--- config.mk ---
export PLATFORM = sky130hd
export DESIGN_NAME = system_bus_strobe_decode
export DESIGN_NICKNAME = d
export VERILOG_FILES = /design/src/common/strobe_pkg.sv /design/src/common/decode_if.sv /design/src/hw/strobe_target_decode.sv /design/src/hw/system_bus_strobe_decode.sv
export SDC_FILE = /design/constraint.sdc
export NUM_CORES = 1
export LEC_CHECK = 0
export BUFFER_PORTS_ARGS = -buffer_cell sky130_fd_sc_hd__clkbuf_2
export CAP_MARGIN = 30
export CELL_PAD_IN_SITES_DETAIL_PLACEMENT = 0
export CELL_PAD_IN_SITES_GLOBAL_PLACEMENT = 1
export CORE_ASPECT_RATIO = 0.8
export CORE_UTILIZATION = 40
export CTS_CLUSTER_DIAMETER = 120
export CTS_CLUSTER_SIZE = 40
export DETAILED_ROUTE_END_ITERATION = 16
export MAX_ROUTING_LAYER = met4
export PLACE_DENSITY = 0.73
export SETUP_SLACK_MARGIN = 0.4
export SYNTH_ARGS = -nofsm -noshare
export SYNTH_HDL_FRONTEND = slang
export SYNTH_SLANG_ARGS = --single-unit
--- constraint.sdc ---
create_clock -name clk -period 3.5 [get_ports clk]
set_input_delay 0.35 -clock clk [delete_from_list [all_inputs] [get_ports clk]]
set_output_delay 0.35 -clock clk [all_outputs]
set_load 0.005 [all_outputs]
--- src/common/strobe_pkg.sv ---
// constants, register map and types of the system bus strobe decoder
package strobe_pkg;
  // ------------------------------------------------------------
  // register offsets
  // ------------------------------------------------------------
  localparam logic [7:0] CTRL_OFS   = 8'h00;
  localparam logic [7:0] MAP0_OFS   = 8'h04;
  localparam logic [7:0] MAP1_OFS   = 8'h08;
  localparam logic [7:0] STATUS_OFS = 8'h0c;
  localparam logic [7:0] WAIT_OFS   = 8'h10;
  // ------------------------------------------------------------
  // field positions
  // ------------------------------------------------------------
  localparam int CTRL_SHADOW_BIT = 0;
  localparam int CTRL_IORINH_BIT = 1;
  localparam int CTRL_IOWINH_BIT = 2;
  localparam int CTRL_ROMOE_BIT  = 3;
  localparam int MAP_PAGE_LSB    = 0;
  localparam int MAP_EN_BIT      = 8;
  localparam int MAP_ROM_BIT     = 9;
  localparam int ST_WIDTH8_BIT   = 0;
  localparam int ST_BUSY_BIT     = 1;
  localparam int ST_READY_BIT    = 2;
  localparam int ST_ROM_CHIP_ENABLE_LSB    = 3;
  // ------------------------------------------------------------
  // reset values and address windows
  // ------------------------------------------------------------
  localparam logic [3:0] CTRL_RST      = 4'h0;
  localparam logic [9:0] MAP_RST       = 10'h000;
  localparam logic [3:0] WAIT_RST      = 4'h2;
  localparam logic [3:0] BOOT_SEG_HI   = 4'hf;
  localparam int         PAGE_LSB_ADDR = 14;
  // ------------------------------------------------------------
  // types
  // ------------------------------------------------------------
  typedef enum logic [1:0] {
    KIND_IO_RD, KIND_IO_WR, KIND_MEM_RD, KIND_MEM_WR
  } kind_type;
  typedef enum {
    ST_IDLE, ST_DECODE, ST_STROBE, ST_GAP, ST_DONE
  } cycle_state_type;
endpackage

--- src/common/decode_if.sv ---
// request and decode result carrier between sequencer and decoder
`timescale 1ns/100ps
interface decode_if;
  import strobe_pkg::*;
  logic [19:0] addr;
  kind_type    kind;
  logic        internal;
  logic        ram_hit;
  logic [3:0]  ctrl;
  logic [9:0]  map0;
  logic [9:0]  map1;
  logic        boot_hit;
  logic        want_ior;
  logic        want_iow;
  logic        want_mrd;
  logic        want_mwr;
  logic [1:0]  rom_ce;
  modport seq (output addr, kind, internal, ram_hit, ctrl, map0, map1,
               input boot_hit, want_ior, want_iow, want_mrd, want_mwr,
               rom_ce);
  modport dec (input addr, kind, internal, ram_hit, ctrl, map0, map1,
               output boot_hit, want_ior, want_iow, want_mrd, want_mwr,
               rom_ce);
endinterface

--- src/hw/strobe_target_decode.sv ---
// address and option decode of one bus cycle into strobes and enables
`timescale 1ns/100ps
module strobe_target_decode (
  // request and result
  decode_if.dec d
);
  import strobe_pkg::*;

  // ------------------------------------------------------------
  // window hit
  // ------------------------------------------------------------
  function automatic logic page_hit(input logic [9:0] map,
                                    input logic [19:0] a);
    page_hit = map[MAP_EN_BIT] &&
               (a[19:PAGE_LSB_ADDR] == map[MAP_PAGE_LSB +: 6]);
  endfunction

  logic hit0, hit1, shadow, is_ram, is_rom, rd;

  always_comb begin
    hit0       = page_hit(d.map0, d.addr);
    hit1       = page_hit(d.map1, d.addr);
    d.boot_hit = d.addr[19:16] == BOOT_SEG_HI;
    shadow     = d.ctrl[CTRL_SHADOW_BIT] && d.boot_hit;
    is_ram     = d.ram_hit || shadow;
    is_rom     = !is_ram && (d.boot_hit || hit0 || hit1);
    rd         = d.kind == KIND_MEM_RD;
    d.rom_ce[0] = rd && is_rom &&
                  (d.boot_hit || (hit0 && !d.map0[MAP_ROM_BIT]) ||
                   (hit1 && !d.map1[MAP_ROM_BIT]));
    d.rom_ce[1] = rd && is_rom && !d.boot_hit &&
                  ((hit0 && d.map0[MAP_ROM_BIT]) ||
                   (hit1 && d.map1[MAP_ROM_BIT]));
    d.want_ior = d.kind == KIND_IO_RD &&
                 !(d.internal && d.ctrl[CTRL_IORINH_BIT]);
    d.want_iow = d.kind == KIND_IO_WR &&
                 !(d.internal && d.ctrl[CTRL_IOWINH_BIT]);
    d.want_mrd = rd && !is_ram &&
                 (!is_rom || d.ctrl[CTRL_ROMOE_BIT]);
    d.want_mwr = d.kind == KIND_MEM_WR && !is_ram &&
                 !(d.boot_hit || hit0 || hit1);
  end
endmodule

--- src/hw/system_bus_strobe_decode.sv ---
// system bus command strobes and rom chip enables with apb registers
//
// The implementer's own choices: register access over APB and the address map.
`timescale 1ns/100ps
// Notes on behaviour
// - rom 0 enable for boot window reads when window is not shadowed
// - two mapped windows may enable either rom for other ranges
// - io read strobe asks external io device to drive the data bus
// - io read strobe can be inhibited for internal io targets
// - io write strobe marks valid write data on the data bus
// - io write strobe can be inhibited for internal io targets
// - memory read strobe for external memory, never for system ram
// - option lets memory read strobe act as rom output enable
// - memory write strobe for writes to expansion memory
// - no memory write strobe for ram or rom targets
// - external channel ready not-ready adds wait states to the cycle
// - strap picks 16 or 8 bit boot rom; 8 bit splits words
module system_bus_strobe_decode #(
  parameter int WAIT_W = 4
) (
  // clock and reset
  input  wire logic               clk,
  input  wire logic               rst_b,
  // apb slave
  input  wire logic               psel,
  input  wire logic               penable,
  input  wire logic               pwrite,
  input  wire logic [7:0]         paddr,
  input  wire logic [31:0]        pwdata,
  output logic                    pready,
  output logic [31:0]             prdata,
  output logic                    pslverr,
  // bus cycle request
  input  wire logic               cyc_start,
  input  wire strobe_pkg::kind_type cyc_kind,
  input  wire logic [19:0]        cyc_addr,
  input  wire logic               cyc_word,
  input  wire logic               cyc_internal,
  input  wire logic               cyc_ram_hit,
  output logic                    cyc_done,
  output logic                    cyc_busy,
  // pins
  input  wire logic               channel_ready_in,
  input  wire logic               boot_rom_width_strap,
  output logic                    io_read_strobe,
  output logic                    io_write_strobe,
  output logic                    mem_read_strobe,
  output logic                    mem_write_strobe,
  output logic [1:0]              rom_chip_enable,
  output logic                    byte_high
);
  import strobe_pkg::*;

  // ------------------------------------------------------------
  // parameter check
  // ------------------------------------------------------------
  if (WAIT_W < 4 || WAIT_W > 8) begin : g_bad_w
    $error("WAIT_W must lie between 4 and 8");
  end

  decode_if dif ();

  strobe_target_decode u_dec (
    .d (dif.dec)
  );

  logic [3:0]        ctrl_q;
  logic [9:0]        map0_q;
  logic [9:0]        map1_q;
  logic [WAIT_W-1:0] wait_q;
  logic [2:0]        rdy_sync_q;
  logic [2:0]        strap_sync_q, strap_fill_q;
  logic              chan_ready_q;
  logic              width8_q;
  logic              strap_done_q;
  cycle_state_type   state_q;
  cycle_state_type   state_d;
  logic [WAIT_W-1:0] cnt_q;
  logic [19:0]       req_addr_q;
  kind_type          req_kind_q;
  logic              req_word_q;
  logic              req_int_q;
  logic              req_ram_q;
  logic              second_q;
  logic              split;
  logic              strobe_end;
  logic              take;

  // ------------------------------------------------------------
  // pin synchronisers
  // ------------------------------------------------------------
  always_ff @(posedge clk or negedge rst_b) begin
    if (!rst_b) begin
      rdy_sync_q   <= 3'h0;
      strap_sync_q <= 3'h0;
      strap_fill_q <= 3'h0;
    end else begin
      rdy_sync_q   <= {rdy_sync_q[1:0], channel_ready_in};
      strap_sync_q <= {strap_sync_q[1:0], boot_rom_width_strap};
      strap_fill_q <= {strap_fill_q[1:0], 1'b1};
    end
  end

  always_ff @(posedge clk or negedge rst_b) begin
    if (!rst_b) begin
      chan_ready_q <= 1'b0;
    end else if (rdy_sync_q[1] == rdy_sync_q[2]) begin
      chan_ready_q <= rdy_sync_q[2];
    end
  end

  // strap caught once after reset release
  always_ff @(posedge clk or negedge rst_b) begin
    if (!rst_b) begin
      width8_q     <= 1'b0;
      strap_done_q <= 1'b0;
    end else if (!strap_done_q && strap_sync_q[1] == strap_sync_q[2]
                 && strap_fill_q[2] && state_q == ST_IDLE) begin
      width8_q     <= strap_sync_q[2];
      strap_done_q <= 1'b1;
    end
  end

  // ------------------------------------------------------------
  // apb registers
  // ------------------------------------------------------------
  function automatic logic mapped(input logic [7:0] a);
    mapped = a == CTRL_OFS || a == MAP0_OFS || a == MAP1_OFS ||
             a == STATUS_OFS || a == WAIT_OFS;
  endfunction

  logic wr_en;
  assign wr_en = psel && penable && pready && pwrite && !pslverr;

  always_ff @(posedge clk or negedge rst_b) begin
    if (!rst_b) begin
      pready  <= 1'b0;
      pslverr <= 1'b0;
    end else begin
      pready  <= psel && !penable;
      pslverr <= psel && !penable && !mapped(paddr);
    end
  end

  always_ff @(posedge clk or negedge rst_b) begin
    if (!rst_b) begin
      prdata <= 32'h0000_0000;
    end else if (psel && !penable) begin
      prdata <= 32'h0000_0000;
      unique case (paddr)
        CTRL_OFS:   prdata[3:0] <= ctrl_q;
        MAP0_OFS:   prdata[9:0] <= map0_q;
        MAP1_OFS:   prdata[9:0] <= map1_q;
        WAIT_OFS:   prdata[WAIT_W-1:0] <= wait_q;
        STATUS_OFS: begin
          prdata[ST_WIDTH8_BIT] <= width8_q;
          prdata[ST_BUSY_BIT]   <= state_q != ST_IDLE;
          prdata[ST_READY_BIT]  <= chan_ready_q;
          prdata[ST_ROM_CHIP_ENABLE_LSB +: 2] <= rom_chip_enable;
        end
        default:    prdata <= 32'h0000_0000;
      endcase
    end
  end

  always_ff @(posedge clk or negedge rst_b) begin
    if (!rst_b) begin
      ctrl_q <= CTRL_RST;
      map0_q <= MAP_RST;
      map1_q <= MAP_RST;
      wait_q <= WAIT_W'(WAIT_RST);
    end else if (wr_en) begin
      unique case (paddr)
        CTRL_OFS: ctrl_q <= pwdata[3:0];
        MAP0_OFS: map0_q <= pwdata[9:0];
        MAP1_OFS: map1_q <= pwdata[9:0];
        WAIT_OFS: wait_q <= pwdata[WAIT_W-1:0];
        default:  ctrl_q <= ctrl_q;
      endcase
    end
  end

  // ------------------------------------------------------------
  // request capture and decode hookup
  // ------------------------------------------------------------
  assign take = state_q == ST_IDLE && cyc_start && strap_done_q;

  always_ff @(posedge clk or negedge rst_b) begin
    if (!rst_b) begin
      req_addr_q <= 20'h00000;
      req_kind_q <= KIND_IO_RD;
      req_word_q <= 1'b0;
      req_int_q  <= 1'b0;
      req_ram_q  <= 1'b0;
    end else if (take) begin
      req_addr_q <= cyc_addr;
      req_kind_q <= cyc_kind;
      req_word_q <= cyc_word;
      req_int_q  <= cyc_internal;
      req_ram_q  <= cyc_ram_hit;
    end
  end

  assign dif.addr     = req_addr_q;
  assign dif.kind     = req_kind_q;
  assign dif.internal = req_int_q;
  assign dif.ram_hit  = req_ram_q;
  assign dif.ctrl     = ctrl_q;
  assign dif.map0     = map0_q;
  assign dif.map1     = map1_q;

  // ------------------------------------------------------------
  // cycle sequencer
  // ------------------------------------------------------------
  // 8 bit boot rom answers a word read in two byte strobes
  assign split = width8_q && req_word_q && dif.rom_ce[0] &&
                 dif.boot_hit;
  // internal count and external ready both must release the cycle
  assign strobe_end = cnt_q == '0 && chan_ready_q;

  always_comb begin
    state_d = state_q;
    unique case (state_q)
      ST_IDLE:   if (take) state_d = ST_DECODE;
      ST_DECODE: state_d = ST_STROBE;
      ST_STROBE: if (strobe_end) begin
        state_d = (split && !second_q) ? ST_GAP : ST_DONE;
      end
      ST_GAP:    state_d = ST_STROBE;
      ST_DONE:   state_d = ST_IDLE;
    endcase
  end

  always_ff @(posedge clk or negedge rst_b) begin
    if (!rst_b) begin
      state_q <= ST_IDLE;
    end else begin
      state_q <= state_d;
    end
  end

  always_ff @(posedge clk or negedge rst_b) begin
    if (!rst_b) begin
      cnt_q <= '0;
    end else if (state_q == ST_DECODE || state_q == ST_GAP) begin
      cnt_q <= wait_q;
    end else if (state_q == ST_STROBE && cnt_q != '0) begin
      cnt_q <= cnt_q - 1'b1;
    end
  end

  always_ff @(posedge clk or negedge rst_b) begin
    if (!rst_b) begin
      second_q <= 1'b0;
    end else if (state_q == ST_GAP) begin
      second_q <= 1'b1;
    end else if (state_q == ST_IDLE) begin
      second_q <= 1'b0;
    end
  end

  // ------------------------------------------------------------
  // strobe and enable outputs
  // ------------------------------------------------------------
  logic in_strobe, in_cycle;
  assign in_strobe = state_d == ST_STROBE;
  assign in_cycle  = state_d == ST_STROBE || state_d == ST_GAP;

  always_ff @(posedge clk or negedge rst_b) begin
    if (!rst_b) begin
      io_read_strobe   <= 1'b0;
      io_write_strobe  <= 1'b0;
      mem_read_strobe  <= 1'b0;
      mem_write_strobe <= 1'b0;
    end else begin
      io_read_strobe   <= in_strobe && dif.want_ior;
      io_write_strobe  <= in_strobe && dif.want_iow;
      mem_read_strobe  <= in_strobe && dif.want_mrd;
      mem_write_strobe <= in_strobe && dif.want_mwr;
    end
  end

  always_ff @(posedge clk or negedge rst_b) begin
    if (!rst_b) begin
      rom_chip_enable <= 2'h0;
      byte_high       <= 1'b0;
    end else begin
      rom_chip_enable <= in_cycle ? dif.rom_ce : 2'h0;
      byte_high       <= in_strobe && (second_q || state_q == ST_GAP);
    end
  end

  always_ff @(posedge clk or negedge rst_b) begin
    if (!rst_b) begin
      cyc_done <= 1'b0;
      cyc_busy <= 1'b0;
    end else begin
      cyc_done <= state_q == ST_DONE;
      cyc_busy <= state_d != ST_IDLE;
    end
  end
endmodule
# After elaboration in Yosys (flattened, before gate mapping)
# Cells that the tools add are included.
[classes]
muxes = 12
n_eq_ne = 22
reduce_logical = 84
add_sub_neg = 1
[ops]
columns = ["cell", "n"]
rows = [
  ["$eq A32 B3 Y1 const B", 5],
  ["$pmux W32 S4", 1],
  ["$eq A32 B2 Y1 const B", 3],
  ["$logic_not A32 Y1", 2],
  ["$mux W32", 2],
  ["$reduce_bool A32 Y1", 2],
  ["$logic_and A1 B1 Y1", 42],
  ["$eq A32 B1 Y1 const B", 1],
  ["$eq A32 B4 Y1 const B", 1],
  ["$pmux W4 S5", 1],
  ["$eq A8 B4 Y1 const B", 2],
  ["$logic_or A1 B1 Y1", 14],
  ["$logic_not A1 Y1", 13],
  ["$eq A6 B6 Y1", 2],
  ["$pmux W5 S2", 1],
  ["$eq A8 B3 Y1 const B", 1],
  ["$eq A8 B5 Y1 const B", 1],
  ["$logic_not A8 Y1", 1],
  ["$mux W4", 2],
  ["$reduce_and A2 Y1", 4],
  ["$eq A2 B2 Y1 const B", 2],
  ["$eq A4 B4 Y1 const B", 1],
  ["$logic_not A4 Y1", 1],
  ["$reduce_bool A2 Y1", 2],
  ["10 further kinds", 12],
]
[word_totals]
register_bits = 123
out_inout_bits = 43
elab_cells = 148

# Longest topological paths before layout
[logic_depth]
depth_word = 16
depth_mapped = 7
ltp_nobuf = 7

# By module
# From an unflattened synthesis, not the netlist that was laid out.
[hier_totals]
cells_unflattened = 425
area_unflattened_um2 = 5278.8
[modules_own_cells]
columns = ["module", "n_inst", "cells_each", "area_per_inst_um2"]
rows = [
  ["system_bus_strobe_decode", 1, 389, 5023.6],
  ["strobe_target_decode", 1, 36, 255.2],
]

# Worst setup path after synthesis
# OpenSTA, ideal clock, no wires.
[synth_path]
kind = "input to register"
start = "input paddr[1]"
end = "register map1_q[0], in the netlist dif.map1[0]"
path_slack_ns = 1.327
t_arrival_ns = 2.048
t_required_ns = 3.375
cell_stages = 5
n_path_buf = 1
path_cell_list = "or4_4 -> or3_1 -> nor3_2 -> buf_4 -> mux2_2"
[synth_via]
elab_chain_len = 2
[synth_lines]
columns = ["element", "line_no", "rtl"]
rows = [
  ["from (decl)", "system_bus_strobe_decode.sv:28", "input wire logic [7:0] paddr,"],
  ["$eq A8 B4 Y1", "system_bus_strobe_decode.sv:173", "unique case (paddr)"],
  ["$reduce_and A2 Y1 (no line)", "n/a", ""],
  ["to (signal assigned)", "system_bus_strobe_decode.sv:176", "MAP1_OFS: map1_q <= pwdata[9:0];"],
  ["to (decl)", "system_bus_strobe_decode.sv:69", "logic [9:0] map1_q;"],
]
# No other way between the ends.
# A chain may end at the register's enable or synchronous reset.

# Final worst setup path
[layout_path]
start = "register state_q[0]"
end = "register req_word_q"
[layout_via]
elab_chain_len = 3
[layout_lines]
columns = ["element", "line_no", "rtl"]
rows = [
  ["from (decl)", "system_bus_strobe_decode.sv:76", "cycle_state_type state_q;"],
  ["from (signal assigned)", "system_bus_strobe_decode.sv:238", "state_q <= state_d;"],
  ["$logic_not A32 Y1", "system_bus_strobe_decode.sv:186", "assign take = state_q == ST_IDLE && cyc_start && strap_done_q;"],
  ["$logic_and A1 B1 Y1 (2 in series)", "system_bus_strobe_decode.sv:186", ""],
  ["to (signal assigned)", "system_bus_strobe_decode.sv:198", "req_word_q <= cyc_word;"],
  ["to (decl)", "system_bus_strobe_decode.sv:81", "logic req_word_q;"],
]
# No other way between the ends.

==> metrics.txt <==
Worst Skew=4.673 ps; commonest cells in the netlist=dfrtp_1, clkbuf_1, mux2_2; gr ovfl total=0; vias in the first global route=2843; Hold Path Class=input port to flip-flop; Slew Limit Fails=0; RSZ-0062 raised after global routing=false; first-pass GRT wire length=14.88 mm; Port-buffer cells=57; #FFs+latches synth=109; Inserted Diodes=0; Initial DRT Pass Iterations=4; Initial Utilization=40.95%; Startpoint Class=flip-flop; Gate Count Post-Synth=396; Tcrit/Tclk final=68.24%; P_leak=2.556 nW; Min-Delay Endpoint=rdy_sync_q[0]$_DFF_PN0_; crit path kind=flip-flop to flip-flop; final hold vios=0; max frequency=418.7 MHz; nets=503; Crit path required time=3720 ps; largest net degree at the start of global routing=72; Final Setup Violations=0; run status=finished, final reports clean; H-tree Lvls=3; Worst Setup End Kind=flip-flop; register area share after synthesis=57.87%; I/O pins=116; Synth-to-Final Area Change=11.54%; synthesized cell area=4716 sq um; hold depth=1; Initial DRC Count=175; WL per Instance=15.71 um; Slowest cell on crit path=dfrtp_1; share of cells above drive strength 1=28.18%; largest fanout on the critical path=17; Worst Setup SP=state_q[0]$_DFF_PN0_; Peak VDD IR=0.0004126 V; WL final=9.130 mm; syn avg cell area=11.91 sq um; Worst Path Buf+Inv=1; Clock transition at path regs=60 ps; Warnings, synthesis=0; maxcap violations=0; initial antenna violation count=0; Fin Hold WS=113.0 ps; Sink Count=109; Power Dens Cells=608.4 nW/um^2; core area=11520 sq um; Inserted Clock Buffers=9; Post-synth EDFFs=0; Longest Clk Path Bufs=2; Hold-fix buffers, CTS=0; cell accounting for the most synthesized area=dfrtp_1; crit path DAT=2610 ps; synth top area cells=dfrtp_1, mux2_2, buf_4, clkbuf_1, nand2_1; Tmin final=2388 ps; CTS resizes=0; setup TNS=0 ps; Slew headroom=41.98%; Clock Latency Late Sink=340 ps; post-DP HPWL=6.837 mm; crit-path max cell delay=580 ps; worst-path cell chain=nor2_1 -> and3_1 -> nand3_1 -> nor3_1 -> buf_4 -> mux2_2; Post-CTS Setup Bufs=0; CP delay by family, top=simple AND/OR/NAND/NOR gates; most frequent cell after synthesis=dfrtp_1; worst-margin pin slew=870.2 ps; share of flip-flops with an asynchronous set or reset=100.0%; reg2reg start=state_q[0]$_DFF_PN0_; Root Buffer=clkbuf_16; Worst R2R End=req_word_q$_DFFE_PN0P_; CTS tree=yes; Worst Reg2Reg Path Length in Cells=6; Die Height=99.12 um; synth unique cells=58; DRC errors left=0; Total GRT Usage=16.91%; ys flop type=dfrtp_1; via count=2895; Die W=123.4 um; R2R Setup Slk=1110 ps; num rows=35; hold path start=channel_ready_in; mean number of vias per cell=4.983; full die area=12230 sq um; Routed Antenna Nets=0; Fillers=1072; gpl congestion=0.7583; post-synth top area share=57.31%; Pwr Total=3.200 mW
-- cells in the final DEF, fill, tap and decap left out, types with 4 or more instances in the layout --
master	instances
dfrtp_1	108
conb_1	23
inv_1	12
nand2b_1	4
mux2_2	33
xor2_1	7
a21oi_1	5
clkbuf_1	4
clkbuf_2	56
nand2_1	25
xnor2_1	6
nor2_1	11
clkbuf_16	9
a22oi_1	8
nand3_1	5
mux2_1	4
nor3_1	11
buf_4	7
nor4_1	7
or4_1	6
nand4_1	6
o21ai_0	17
-- area by class of cell --
cell class / count / area, sq um / area share [%]
inverter: 12 / 45.04 / 0.8563
multi-input combinational: 233 / 1695 / 32.23
clock inverter: 1 / 5.005 / 0.09515
sequential: 109 / 2729 / 51.88
clock buffer: 15 / 267.8 / 5.090
timing repair buffer: 63 / 332.8 / 6.327
tap: 148 / 185.2 / 3.520
-- kinds of logic after synthesis --
| family | count (synthesis) | synth area share, % |
|---|---|---|
| flip-flops | 109 | 57.87 |
| multiplexers | 42 | 10.69 |
| AO/OA/AOI/OAI | 51 | 7.350 |
| XOR/XNOR | 13 | 2.414 |
| other | 2 | 0.1593 |
| AND/OR/NAND/NOR | 101 | 12.92 |
| adder cells (fa/ha/maj) | 3 | 0.7428 |
| buffers and inverters | 75 | 7.854 |
-- layer usage --
| layer | vias up | track usage (%) | part of all wire, % |
|---|---|---|---|
| li1 | 1400 | - | - |
| met1 | 1404 | 26.17 | 53 |
| met2 | 79 | 21.57 | 41 |
| met3 | 12 | 3.440 | 4.2 |
| met4 | 0 | 6.024 | 1.5 |
| met5 | - | - | 0 |
-- sequential cells by signal, summed over array words and instances (netlist names), 2 cells and up --
name and flops:
rdy_sync_q 3, dif.map1 10, cnt_q 4, dif.kind 2, strap_fill_q 3, prdata 10, dif.map0 10, strap_sync_q 3
dif.addr 6, state_q 32, rom_chip_enable 2, ctrl_q 4, wait_q 4
-- report_power, final --
| part | total [mW] | switching [mW] | internal [mW] |
|---|---|---|---|
| logic | 0.675 | 0.345 | 0.331 |
| registers | 1.59 | 0.179 | 1.41 |
| clock network | 0.935 | 0.413 | 0.522 |
| total | 3.20 | 0.937 | 2.26 |
-- how the worst max path moves through the flow --
stage | cells after the start | end | slack [ps]
finish | 6 | req_word_q$_DFFE_PN0P_ | 1110
global route | 6 | req_word_q$_DFFE_PN0P_ | 920
CTS | 5 | io_read_strobe$_DFF_PN0_ | 1130
detailed placement | 6 | prdata[5]$_DFFE_PN0P_ | 1010
global placement | 6 | prdata[5]$_DFFE_PN0P_ | 1110
floorplan | 5 | dif.map1[0]$_DFFE_PN0P_ | 1330
-- metrics by stage --
step | util (%) | std cells | cell area, sq um | setup slack, ps
2_1_floorplan | - | 417 | 4795 | 1327
3_3_place_gp | 43.30 | 565 | 4987 | 1111
3_5_place_dp | 43.30 | 565 | 4987 | 1009
4_1_cts | 45.67 | 581 | 5260 | 1129
5_1_grt | 45.67 | 581 | 5260 | 924.7
6_report | 45.67 | 581 | 5260 | 1112
-- worst register-to-register path: stages, from the launching register on --
cell and delay (ps):
dfrtp_1 580, nor2_1 360, and3_1 200, nand3_1 170, nor3_1 350, buf_4 260, mux2_2 360
(Power assumes the default switching activity.)
